File: src/rtl/two_wire_master_pkg.sv
// constants, types and helpers shared by the two-wire master engine
// assumes a single 25 MHz system clock feeding every block
//
// Behaviour
// - acts only as master on a two-line clock and data link, never slave.
// - assumes sole master; no arbitration or arbitration-loss detection.
// - inserts no wait states and never waits on slave clock stretching, only flags it.
// - bus clock selectable at 100 kHz, 400 kHz, 800 kHz or 1 MHz.
// - read transfer fetches one to sixteen bytes in one transaction.
// - write transfer sends one to sixteen bytes in one transaction.
// - read-then-write reads then writes, up to sixteen each, one operation.
// - write-then-read writes then reads, up to sixteen each, one operation.
// - after setup, hardware sequences every bit and byte without firmware.
// - both lines open-drain: pulled low or released, never driven high.
// - low-power clock request is enable registered, so it follows enable one clock cycle later.
package two_wire_master_pkg;

  localparam int CLK_HZ       = 25_000_000;
  localparam int RATE_100K_HZ = 100_000;
  localparam int RATE_400K_HZ = 400_000;
  localparam int RATE_800K_HZ = 800_000;
  localparam int RATE_1M_HZ   = 1_000_000;

  // quarter of a bus period, rounded up so the bus never runs too fast
  localparam int Q_100K = (CLK_HZ + 4 * RATE_100K_HZ - 1) / (4 * RATE_100K_HZ);
  localparam int Q_400K = (CLK_HZ + 4 * RATE_400K_HZ - 1) / (4 * RATE_400K_HZ);
  localparam int Q_800K = (CLK_HZ + 4 * RATE_800K_HZ - 1) / (4 * RATE_800K_HZ);
  localparam int Q_1M   = (CLK_HZ + 4 * RATE_1M_HZ - 1) / (4 * RATE_1M_HZ);

  localparam int BUF_DEPTH   = 16;
  localparam int BYTE_BITS   = 8;
  localparam int ACK_BIT_IDX = 8;

  typedef logic [6:0] qcount_type;
  typedef logic [3:0] idx_type;
  typedef logic [7:0] byte_type;

  typedef enum logic [1:0] {
    XFER_READ,
    XFER_WRITE,
    XFER_RD_WR,
    XFER_WR_RD
  } xfer_kind_type;

  typedef enum logic [1:0] {
    RATE_100K,
    RATE_400K,
    RATE_800K,
    RATE_1M
  } rate_type;

  // lengths are byte count minus one, so 0 means one byte
  typedef struct packed {
    xfer_kind_type kind;
    rate_type      rate;
    logic [6:0]    addr;
    idx_type       rd_len_m1;
    idx_type       wr_len_m1;
  } xfer_req_type;

  function automatic qcount_type quarter_count(input rate_type r);
    case (r)
      RATE_100K: quarter_count = qcount_type'(Q_100K);
      RATE_400K: quarter_count = qcount_type'(Q_400K);
      RATE_800K: quarter_count = qcount_type'(Q_800K);
      default:   quarter_count = qcount_type'(Q_1M);
    endcase
  endfunction

  function automatic logic phase_reads(input xfer_kind_type k,
                                       input logic second);
    case (k)
      XFER_READ:  phase_reads = 1'b1;
      XFER_WRITE: phase_reads = 1'b0;
      XFER_RD_WR: phase_reads = ~second;
      default:    phase_reads = second;
    endcase
  endfunction

endpackage

File: src/rtl/two_flop_sync.sv
// two-stage synchroniser for the two bus line levels
// assumes the inputs are asynchronous pin levels
`timescale 1ns/1ps
module two_flop_sync (
  input  wire logic       mclk_in,
  input  wire logic       rst_n_in,
  input  wire logic [1:0] async_in,
  output logic      [1:0] sync_out
);
  logic [1:0] meta_r;

  // released lines idle high, so reset to the high level
  for (genvar i = 0; i < 2; i++) begin : g_bit
    always_ff @(posedge mclk_in or negedge rst_n_in) begin
      if (!rst_n_in) begin
        meta_r[i]   <= 1'b1;
        sync_out[i] <= 1'b1;
      end else begin
        meta_r[i]   <= async_in[i];
        sync_out[i] <= meta_r[i];
      end
    end
  end
endmodule

File: src/rtl/quarter_tick.sv
// quarter bus period tick generator
// assumes run_in and rate_in come from logic on the same clock
`timescale 1ns/1ps
module quarter_tick
  import two_wire_master_pkg::*;
(
  input  wire logic                         mclk_in,
  input  wire logic                         rst_n_in,
  input  wire logic                         run_in,
  input  wire two_wire_master_pkg::rate_type rate_in,
  output logic                              tick_out
);
  import two_wire_master_pkg::*;

  qcount_type cnt_r;
  qcount_type limit_m1;

  assign limit_m1 = quarter_count(rate_in) - qcount_type'(1);

  // restarts from zero on every run so the first quarter is full length
  always_ff @(posedge mclk_in or negedge rst_n_in) begin
    if (!rst_n_in) begin
      cnt_r    <= '0;
      tick_out <= 1'b0;
    end else if (!run_in) begin
      cnt_r    <= '0;
      tick_out <= 1'b0;
    end else if (cnt_r == limit_m1) begin
      cnt_r    <= '0;
      tick_out <= 1'b1;
    end else begin
      cnt_r    <= cnt_r + qcount_type'(1);
      tick_out <= 1'b0;
    end
  end
endmodule

File: src/rtl/two_wire_master.sv
// two-wire bus master transfer engine with byte buffers
// assumes firmware-side ports are on mclk_in; bus pins need pull-ups
`timescale 1ns/1ps
module two_wire_master
  import two_wire_master_pkg::*;
(
  input  wire logic                             mclk_in,
  input  wire logic                             rst_n_in,
  input  wire logic                             enable_in,
  input  wire logic                             start_in,
  input  wire two_wire_master_pkg::xfer_req_type req_in,
  input  wire logic                             wbuf_we_in,
  input  wire two_wire_master_pkg::idx_type      wbuf_addr_in,
  input  wire two_wire_master_pkg::byte_type     wbuf_data_in,
  input  wire two_wire_master_pkg::idx_type      rbuf_addr_in,
  output two_wire_master_pkg::byte_type          rbuf_data_out,
  output logic                                  busy_out,
  output logic                                  done_out,
  output logic                                  nack_err_out,
  output logic                                  stretch_seen_out,
  output logic                                  clk_req_out,
  input  wire logic                             scl_in,
  output logic                                  scl_out,
  output logic                                  scl_oe_out,
  input  wire logic                             sda_in,
  output logic                                  sda_out,
  output logic                                  sda_oe_out
);
  import two_wire_master_pkg::*;

  typedef enum logic [1:0] {
    ST_IDLE,
    ST_START,
    ST_BIT,
    ST_STOP
  } state_type;

  state_type    state_r,    state_nxt;
  xfer_req_type req_r,      req_nxt;
  logic [1:0]   q_r,        q_nxt;
  logic [3:0]   bit_r,      bit_nxt;
  idx_type      cnt_r,      cnt_nxt;
  byte_type     sr_r,       sr_nxt;
  logic         phase_r,    phase_nxt;
  logic         is_addr_r,  is_addr_nxt;
  logic         scl_low_r,  scl_low_nxt;
  logic         sda_low_r,  sda_low_nxt;
  logic         busy_r,     busy_nxt;
  logic         done_r,     done_nxt;
  logic         err_r,      err_nxt;
  logic         stretch_r,  stretch_nxt;
  logic         clk_req_r;
  byte_type     rbuf_data_r;

  byte_type     wbuf [BUF_DEPTH];
  byte_type     rbuf [BUF_DEPTH];

  logic [1:0]   line_s;
  logic         tick;
  logic         scl_s;
  logic         sda_s;
  logic         phase_rd;
  logic         two_phase;
  idx_type      len_m1;
  logic         tx_byte;
  logic         last_byte;
  logic         ack_bit;
  logic         start_ok;
  logic         rbuf_we;

  two_flop_sync u_sync (
    .mclk_in  (mclk_in),
    .rst_n_in (rst_n_in),
    .async_in ({scl_in, sda_in}),
    .sync_out (line_s)
  );

  quarter_tick u_tick (
    .mclk_in  (mclk_in),
    .rst_n_in (rst_n_in),
    .run_in   (busy_r),
    .rate_in  (req_r.rate),
    .tick_out (tick)
  );

  assign scl_s     = line_s[1];
  assign sda_s     = line_s[0];
  assign phase_rd  = phase_reads(req_r.kind, phase_r);
  assign two_phase = (req_r.kind == XFER_RD_WR) || (req_r.kind == XFER_WR_RD);
  assign len_m1    = phase_rd ? req_r.rd_len_m1 : req_r.wr_len_m1;
  assign tx_byte   = is_addr_r || !phase_rd;
  assign last_byte = (cnt_r == len_m1);
  assign ack_bit   = (bit_r == 4'(ACK_BIT_IDX));
  // only one master exists, so a start never waits on a busy bus
  assign start_ok  = start_in && enable_in && !busy_r;
  assign rbuf_we   = tick && (state_r == ST_BIT) && (q_r == 2'h3) &&
                     ack_bit && !tx_byte;

  // each bit spans four quarters: set data, release clock, sample, pull low
  always_comb begin
    state_nxt   = state_r;
    req_nxt     = req_r;
    q_nxt       = q_r;
    bit_nxt     = bit_r;
    cnt_nxt     = cnt_r;
    sr_nxt      = sr_r;
    phase_nxt   = phase_r;
    is_addr_nxt = is_addr_r;
    scl_low_nxt = scl_low_r;
    sda_low_nxt = sda_low_r;
    busy_nxt    = busy_r;
    done_nxt    = 1'b0;
    err_nxt     = err_r;
    stretch_nxt = stretch_r;
    if (!enable_in) begin
      // disabling abandons the transfer and lets both lines float
      state_nxt   = ST_IDLE;
      scl_low_nxt = 1'b0;
      sda_low_nxt = 1'b0;
      busy_nxt    = 1'b0;
    end else if (state_r == ST_IDLE) begin
      scl_low_nxt = 1'b0;
      sda_low_nxt = 1'b0;
      if (start_ok) begin
        req_nxt     = req_in;
        state_nxt   = ST_START;
        q_nxt       = 2'h0;
        phase_nxt   = 1'b0;
        err_nxt     = 1'b0;
        stretch_nxt = 1'b0;
        busy_nxt    = 1'b1;
      end
    end else if (tick) begin
      q_nxt = q_r + 2'h1;
      case (state_r)
        ST_START: begin
          case (q_r)
            2'h0: begin
              scl_low_nxt = 1'b1;
              sda_low_nxt = 1'b0;
            end
            2'h1: scl_low_nxt = 1'b0;
            2'h2: sda_low_nxt = 1'b1;
            default: begin
              scl_low_nxt = 1'b1;
              sr_nxt      = {req_r.addr, phase_rd};
              bit_nxt     = 4'h0;
              is_addr_nxt = 1'b1;
              state_nxt   = ST_BIT;
            end
          endcase
        end
        ST_BIT: begin
          case (q_r)
            2'h0: begin
              if (!ack_bit)
                sda_low_nxt = tx_byte && !sr_r[7];
              else
                sda_low_nxt = !tx_byte && !last_byte;
            end
            2'h1: scl_low_nxt = 1'b0;
            2'h2: begin
              // a slave holding the clock low is only noted, never waited on
              if (!scl_s)
                stretch_nxt = 1'b1;
              if (!ack_bit && !tx_byte)
                sr_nxt = {sr_r[6:0], sda_s};
              if (ack_bit && tx_byte && sda_s)
                err_nxt = 1'b1;
            end
            default: begin
              scl_low_nxt = 1'b1;
              if (!ack_bit) begin
                bit_nxt = bit_r + 4'h1;
                if (tx_byte)
                  sr_nxt = {sr_r[6:0], 1'b0};
              end else if (tx_byte && err_r) begin
                state_nxt = ST_STOP;
              end else if (is_addr_r) begin
                is_addr_nxt = 1'b0;
                cnt_nxt     = 4'h0;
                bit_nxt     = 4'h0;
                sr_nxt      = wbuf[0];
              end else if (last_byte) begin
                if (two_phase && !phase_r) begin
                  phase_nxt = 1'b1;
                  state_nxt = ST_START;
                end else begin
                  state_nxt = ST_STOP;
                end
              end else begin
                cnt_nxt = cnt_r + 4'h1;
                bit_nxt = 4'h0;
                sr_nxt  = wbuf[cnt_r + 4'h1];
              end
            end
          endcase
        end
        ST_STOP: begin
          case (q_r)
            2'h0: begin
              scl_low_nxt = 1'b1;
              sda_low_nxt = 1'b1;
            end
            2'h1: scl_low_nxt = 1'b0;
            2'h2: sda_low_nxt = 1'b0;
            default: begin
              state_nxt = ST_IDLE;
              busy_nxt  = 1'b0;
              done_nxt  = 1'b1;
            end
          endcase
        end
        default: state_nxt = ST_IDLE;
      endcase
    end
  end

  always_ff @(posedge mclk_in or negedge rst_n_in) begin
    if (!rst_n_in) begin
      state_r   <= ST_IDLE;
      req_r     <= '0;
      q_r       <= 2'h0;
      bit_r     <= 4'h0;
      cnt_r     <= 4'h0;
      sr_r      <= 8'h00;
      phase_r   <= 1'b0;
      is_addr_r <= 1'b0;
      scl_low_r <= 1'b0;
      sda_low_r <= 1'b0;
      busy_r    <= 1'b0;
      done_r    <= 1'b0;
      err_r     <= 1'b0;
      stretch_r <= 1'b0;
    end else begin
      state_r   <= state_nxt;
      req_r     <= req_nxt;
      q_r       <= q_nxt;
      bit_r     <= bit_nxt;
      cnt_r     <= cnt_nxt;
      sr_r      <= sr_nxt;
      phase_r   <= phase_nxt;
      is_addr_r <= is_addr_nxt;
      scl_low_r <= scl_low_nxt;
      sda_low_r <= sda_low_nxt;
      busy_r    <= busy_nxt;
      done_r    <= done_nxt;
      err_r     <= err_nxt;
      stretch_r <= stretch_nxt;
    end
  end

  // firmware writes are refused mid-transfer so bytes cannot change under us
  always_ff @(posedge mclk_in) begin
    if (wbuf_we_in && !busy_r)
      wbuf[wbuf_addr_in] <= wbuf_data_in;
    if (rbuf_we)
      rbuf[cnt_r] <= sr_r;
  end

  always_ff @(posedge mclk_in or negedge rst_n_in) begin
    if (!rst_n_in) begin
      clk_req_r   <= 1'b0;
      rbuf_data_r <= 8'h00;
    end else begin
      clk_req_r   <= enable_in;
      rbuf_data_r <= rbuf[rbuf_addr_in];
    end
  end

  // lines are only ever pulled low; pull-ups make the high level
  assign scl_out          = 1'b0;
  assign sda_out          = 1'b0;
  assign scl_oe_out       = scl_low_r;
  assign sda_oe_out       = sda_low_r;
  assign busy_out         = busy_r;
  assign done_out         = done_r;
  assign nack_err_out     = err_r;
  assign stretch_seen_out = stretch_r;
  assign clk_req_out      = clk_req_r;
  assign rbuf_data_out    = rbuf_data_r;
endmodule

File: config.mk
export PLATFORM = sky130hd
export DESIGN_NAME = two_wire_master
export DESIGN_NICKNAME = d
export VERILOG_FILES = /design/src/rtl/two_wire_master_pkg.sv /design/src/rtl/two_flop_sync.sv /design/src/rtl/quarter_tick.sv /design/src/rtl/two_wire_master.sv
export SDC_FILE = /design/constraint.sdc
export NUM_CORES = 1
export LEC_CHECK = 0
export BUFFER_PORTS_ARGS = -buffer_cell sky130_fd_sc_hd__buf_2
export CORE_ASPECT_RATIO = 1.25
export CORE_MARGIN = 4
export CORE_UTILIZATION = 60
export CTS_CLUSTER_DIAMETER = 50
export DETAILED_ROUTE_END_ITERATION = 16
export GPL_TIMING_DRIVEN = 0
export PLACE_DENSITY_LB_ADDON = 0.25
export SETUP_SLACK_MARGIN = 0.15
export SLEW_MARGIN = 20
export SYNTH_ARGS = -nofsm -noshare
export SYNTH_HDL_FRONTEND = slang
export SYNTH_HIERARCHICAL = 1
export SYNTH_SLANG_ARGS = --single-unit
File: constraint.sdc
create_clock -name mclk_in -period 3.79 [get_ports mclk_in]
set_input_delay 0.5685 -clock mclk_in [delete_from_list [all_inputs] [get_ports mclk_in]]
set_output_delay 0.5685 -clock mclk_in [all_outputs]
set_load 0.02 [all_outputs]
==> flow_results.xml <==
<?xml version="1.0" encoding="UTF-8"?>
<metrics>
  <group name="yosys">
    <metric name="synth-edff-count" unit="">256</metric>
    <metric name="netlist.area_leader.share" unit="%">56.8</metric>
    <metric name="postSynthCellCount" unit="">794</metric>
    <metric name="number_of_warning_messages_in_the_yosys_log" unit="">6</metric>
    <metric name="synth_top_family_by_area" unit="">multiplexers</metric>
    <metric name="syn_area" unit="sq mm">0.0135</metric>
    <metric name="dominantRegCellSynth" unit="">edfxtp_1</metric>
    <metric name="synth_simple_gate_area_share" unit="%">6.49</metric>
    <metric name="yosys.cell_types.count" unit="">64</metric>
    <metric name="syn_area_per_cell" unit="sq um">17.1</metric>
    <metric name="ys_top_cells_by_area" unit="">edfxtp_1 (57%), mux4_2 (12%), dfrtp_1 (12%)</metric>
    <metric name="ys_async_sr_fraction" unit="%">21.0</metric>
    <metric name="synth.area.mux_share" unit="%">15.2</metric>
    <metric name="synth_adder_area_share" unit="%">2.13</metric>
    <metric name="synthesized_flop_and_latch_total" unit="">324</metric>
    <metric name="yosys.area_share.xor_xnor" unit="%">0.841</metric>
    <metric name="netlist.top_cell.by_area" unit="">edfxtp_1</metric>
    <metric name="synth_seq_area_share" unit="%">69.4</metric>
    <metric name="synth-compound-area-share" unit="%">4.14</metric>
  </group>
  <group name="setup_path">
    <metric name="rr_endpoint" unit="">sr_r[0]$_DFFE_PN0P_</metric>
    <metric name="critical_path_maximum_fanout" unit="">10</metric>
    <metric name="start_of_the_worst_register_to_register_path" unit="">cnt_r[0]$_DFFE_PN0P_</metric>
    <metric name="critPathSlowestCell" unit="">clkbuf_1</metric>
    <metric name="end_kind" unit="">flip-flop</metric>
    <metric name="worstSetupPathType" unit="">flip-flop to flip-flop</metric>
    <metric name="path_common_cell" unit="">clkbuf_1</metric>
    <metric name="critPathRequiredTime" unit="ps">4210</metric>
    <metric name="cp_max_stage_delay" unit="ps">550</metric>
    <metric name="worstPathCellList" unit="">buf_2, inv_1, ha_1, clkbuf_1, clkbuf_1, mux4_2, nand2_1, a31oi_1, a311o_1, mux2_4</metric>
    <metric name="r2r_slack" unit="ps">370</metric>
    <metric name="worstPathArrival" unit="ps">3840</metric>
    <metric name="r2r.worst_path.cells" unit="">10</metric>
    <metric name="start_kind" unit="">flip-flop</metric>
  </group>
  <group name="timing">
    <metric name="fin_skew" unit="ps">11.8</metric>
    <metric name="report.final.slew_viol_count" unit="">0</metric>
    <metric name="setup_total_negative_slack" unit="ps">0</metric>
    <metric name="setup_viol" unit="">0</metric>
    <metric name="final_hold_viol_count" unit="">0</metric>
    <metric name="max_clock_freq" unit="MHz">292</metric>
    <metric name="timing.final.crit_period" unit="ps">3420</metric>
    <metric name="timing.max_slew.rel_slack" unit="%">41.2</metric>
    <metric name="rsz0062_at_grt" unit="">false</metric>
    <metric name="setup_ws_post_layout" unit="ps">369</metric>
    <metric name="max_slew.worst_pin.slew" unit="ps">879</metric>
    <metric name="final.period_utilization" unit="%">90.3</metric>
  </group>
  <group name="floorplan">
    <metric name="design.portCount" unit="">59</metric>
    <metric name="fp.dieH" unit="um">176</metric>
    <metric name="core_box_area" unit="sq mm">0.0222</metric>
    <metric name="floorplan.die.width" unit="um">142</metric>
    <metric name="floorplan.die_area" unit="sq mm">0.0251</metric>
    <metric name="std_cell_rows" unit="">61</metric>
    <metric name="starting_density" unit="%">61.0</metric>
  </group>
  <group name="finish">
    <metric name="final_design_area_no_fill" unit="sq mm">0.0152</metric>
    <metric name="area_delta_synth_final" unit="%">12.2</metric>
    <metric name="final_nets" unit="">947</metric>
    <metric name="antennaDiodeCount" unit="">0</metric>
    <metric name="post_route_cells_drive_above_1_share" unit="%">25.3</metric>
  </group>
  <group name="clock_tree">
    <metric name="cts_tree" unit="">done</metric>
    <metric name="clock-sinks" unit="">324</metric>
    <metric name="cts_setup_buffers" unit="">0</metric>
    <metric name="clk_root_buffer_cell" unit="">clkbuf_16</metric>
    <metric name="worst_setup_hold_path_clk_slew" unit="ps">60</metric>
    <metric name="clk_latency" unit="ps">550</metric>
    <metric name="cts-htree-levels" unit="">1</metric>
    <metric name="cts_inserted_buffers" unit="">30</metric>
    <metric name="max-clock-path-buffers" unit="">3</metric>
  </group>
  <group name="global_routing">
    <metric name="grt.total_usage" unit="%">22.8</metric>
    <metric name="first_global_vias" unit="">7739</metric>
    <metric name="antenna_found_initial" unit="">0</metric>
    <metric name="grt_remaining_overflow" unit="">0</metric>
    <metric name="grt_max_degree" unit="">61</metric>
    <metric name="first_pass_grt_wire_length" unit="um">44000</metric>
  </group>
  <group name="worst_hold_path">
    <metric name="whs_endpoint" unit="">u_sync/meta_r[0]$_DFF_PN1_</metric>
    <metric name="hold_path_class" unit="">primary input to flip-flop</metric>
    <metric name="timing.hold.worst.start" unit="">sda_in</metric>
    <metric name="timing.hold.worst_path_depth" unit="">1</metric>
  </group>
  <group name="detailed_routing">
    <metric name="remaining_drc_errors" unit="">0</metric>
    <metric name="vias" unit="">7367</metric>
    <metric name="drt_pre_antenna_iters" unit="">5</metric>
    <metric name="ant_nets" unit="">0</metric>
    <metric name="route.detailed.wl_per_inst" unit="um">23.4</metric>
    <metric name="totalWireLength" unit="um">27900</metric>
    <metric name="post_drt_via_cell_ratio" unit="">6.20</metric>
    <metric name="detail_route.iter0.violations" unit="">569</metric>
  </group>
  <group name="placed_design">
    <metric name="port_buffers" unit="">53</metric>
    <metric name="dpl.hpwl" unit="um">19400</metric>
    <metric name="dpl_cell_area" unit="sq mm">0.0142</metric>
    <metric name="pre_cts_slack" unit="ps">292</metric>
    <metric name="place.gp.congestion" unit="">0.873</metric>
  </group>
  <group name="pwr">
    <metric name="powerDensity" unit="mW/mm^2">513</metric>
    <metric name="vdd_ir_drop_max" unit="uV">476</metric>
    <metric name="finalPower" unit="mW">7.79</metric>
    <metric name="power_leakage" unit="nW">5.67</metric>
  </group>
  <group name="run">
    <metric name="max_cap_violations" unit="">0</metric>
  </group>
  <group name="outcome">
    <metric name="outcome" unit="">finished, final reports clean</metric>
  </group>
</metrics>
-- registers in the layout, indices dropped and copies added, names as in the netlist, 4 cells and up --
register       flops
bit_r              4
rbuf_data_out      8
cnt_r              4
u_tick/cnt_r       7
rbuf             128
wbuf             128
sr_r               8
req_r             19
-- critical path, delay by kind of cell, from the launching register on --
family          cells  cell delay [ps]
flops               1              380
compound gates      2              480
buf+inv             4             1330
mux                 2              700
simple gates        1               90
fa+ha+maj           1              310
-- metrics by stage --
step           utilization (%)  hold slack, ps  instances
2_1_floorplan                -             273        795
3_3_place_gp              63.8             347       1131
3_5_place_dp              64.1             348       1132
4_1_cts                   68.4             105       1188
5_1_grt                   68.4             101       1188
6_report                  68.4             125       1188
-- cell usage after synthesis, types with 5 or more instances --
cell / instances
edfxtp_1: 256
buf_2: 8
xor2_1: 6
inv_1: 20
clkbuf_1: 24
a211oi_1: 5
o22ai_1: 7
dfrtp_1: 64
o21ai_0: 12
nor3_1: 18
mux2_2: 20
mux2_4: 7
nand2_1: 65
ha_1: 23
mux2i_1: 9
nand3_1: 16
a21oi_1: 14
nand2b_1: 8
and3_1: 5
xnor2_1: 7
mux4_2: 72
nor2_1: 55
-- how the worst max path moves through the flow --
stage / from / to / slack, ps / cells after the start
2_1_floorplan: cnt_r[0]$_DFFE_PN0P_ / sr_r[0]$_DFFE_PN0P_ / 1140 / 10
3_3_place_gp: cnt_r[0]$_DFFE_PN0P_ / sr_r[0]$_DFFE_PN0P_ / 350 / 10
3_5_place_dp: cnt_r[0]$_DFFE_PN0P_ / sr_r[0]$_DFFE_PN0P_ / 290 / 10
4_1_cts: cnt_r[0]$_DFFE_PN0P_ / sr_r[5]$_DFFE_PN0P_ / 260 / 12
5_1_grt: cnt_r[0]$_DFFE_PN0P_ / sr_r[0]$_DFFE_PN0P_ / 190 / 10
6_report: cnt_r[0]$_DFFE_PN0P_ / sr_r[0]$_DFFE_PN0P_ / 370 / 10
-- placed cells by master, fill, tap and decap left out, drive strengths merged, types with 3 or more instances in the layout --
cell type  count
buf           67
o31a           3
nor2b          3
mux2i          9
a31oi          3
mux4          72
a21oi         14
and2           3
clkinv        10
xor2           6
nand4          4
mux2          29
a221oi         3
nand3         16
o21ai         15
and3           5
o21a           3
o41ai          4
nor2          56
ha            23
nand2         65
nand2b         8
xnor2          7
nor3          19
clkbuf        65
dfrtp         64
inv           21
o22ai          7
o221ai         4
dfstp          4
o2111ai        3
a211oi         5
edfxtp       256
-- per-layer routing --
layer	global-route usage (%)	vias up	wire [um]
li1	-	3270	-
met1	28.9	3735	10300
met2	40.9	297	15000
met3	2.90	65	1480
met4	7.61	0	1060
met5	0	-	0
-- cell families after synthesis --
kind of cell | Yosys count
AND/OR/NAND/NOR | 189
buffers and inverters | 57
XOR/XNOR | 13
AO/OA/AOI/OAI | 77
adder cells (fa/ha/maj) | 23
multiplexers | 110
other | 1
flip-flops | 324
-- cell type report --
class	instances	area, sq um
sequential	324	9390
inverter	20	75.1
tap	283	354
fill	1426	7020
timing repair buffer	55	305
multi-input combinational	414	3950
buffer	37	165
clock inverter	14	121
clock buffer	41	823
-- what timing repair did --
action,in CTS,in global routing
hold buffers,1,0
hold endpoints to repair,8,0
endpoints found under the setup margin,0,2
resized for setup,0,2
-- power by group --
group	leakage, nW	internal, mW	switching [mW]	total [mW]
sequential	3.48	3.97	0.118	4.09
combinational	1.73	0.350	0.475	0.825
clock	0.463	1.65	1.22	2.87
Note: power is estimated with default switching activity, not from simulation.
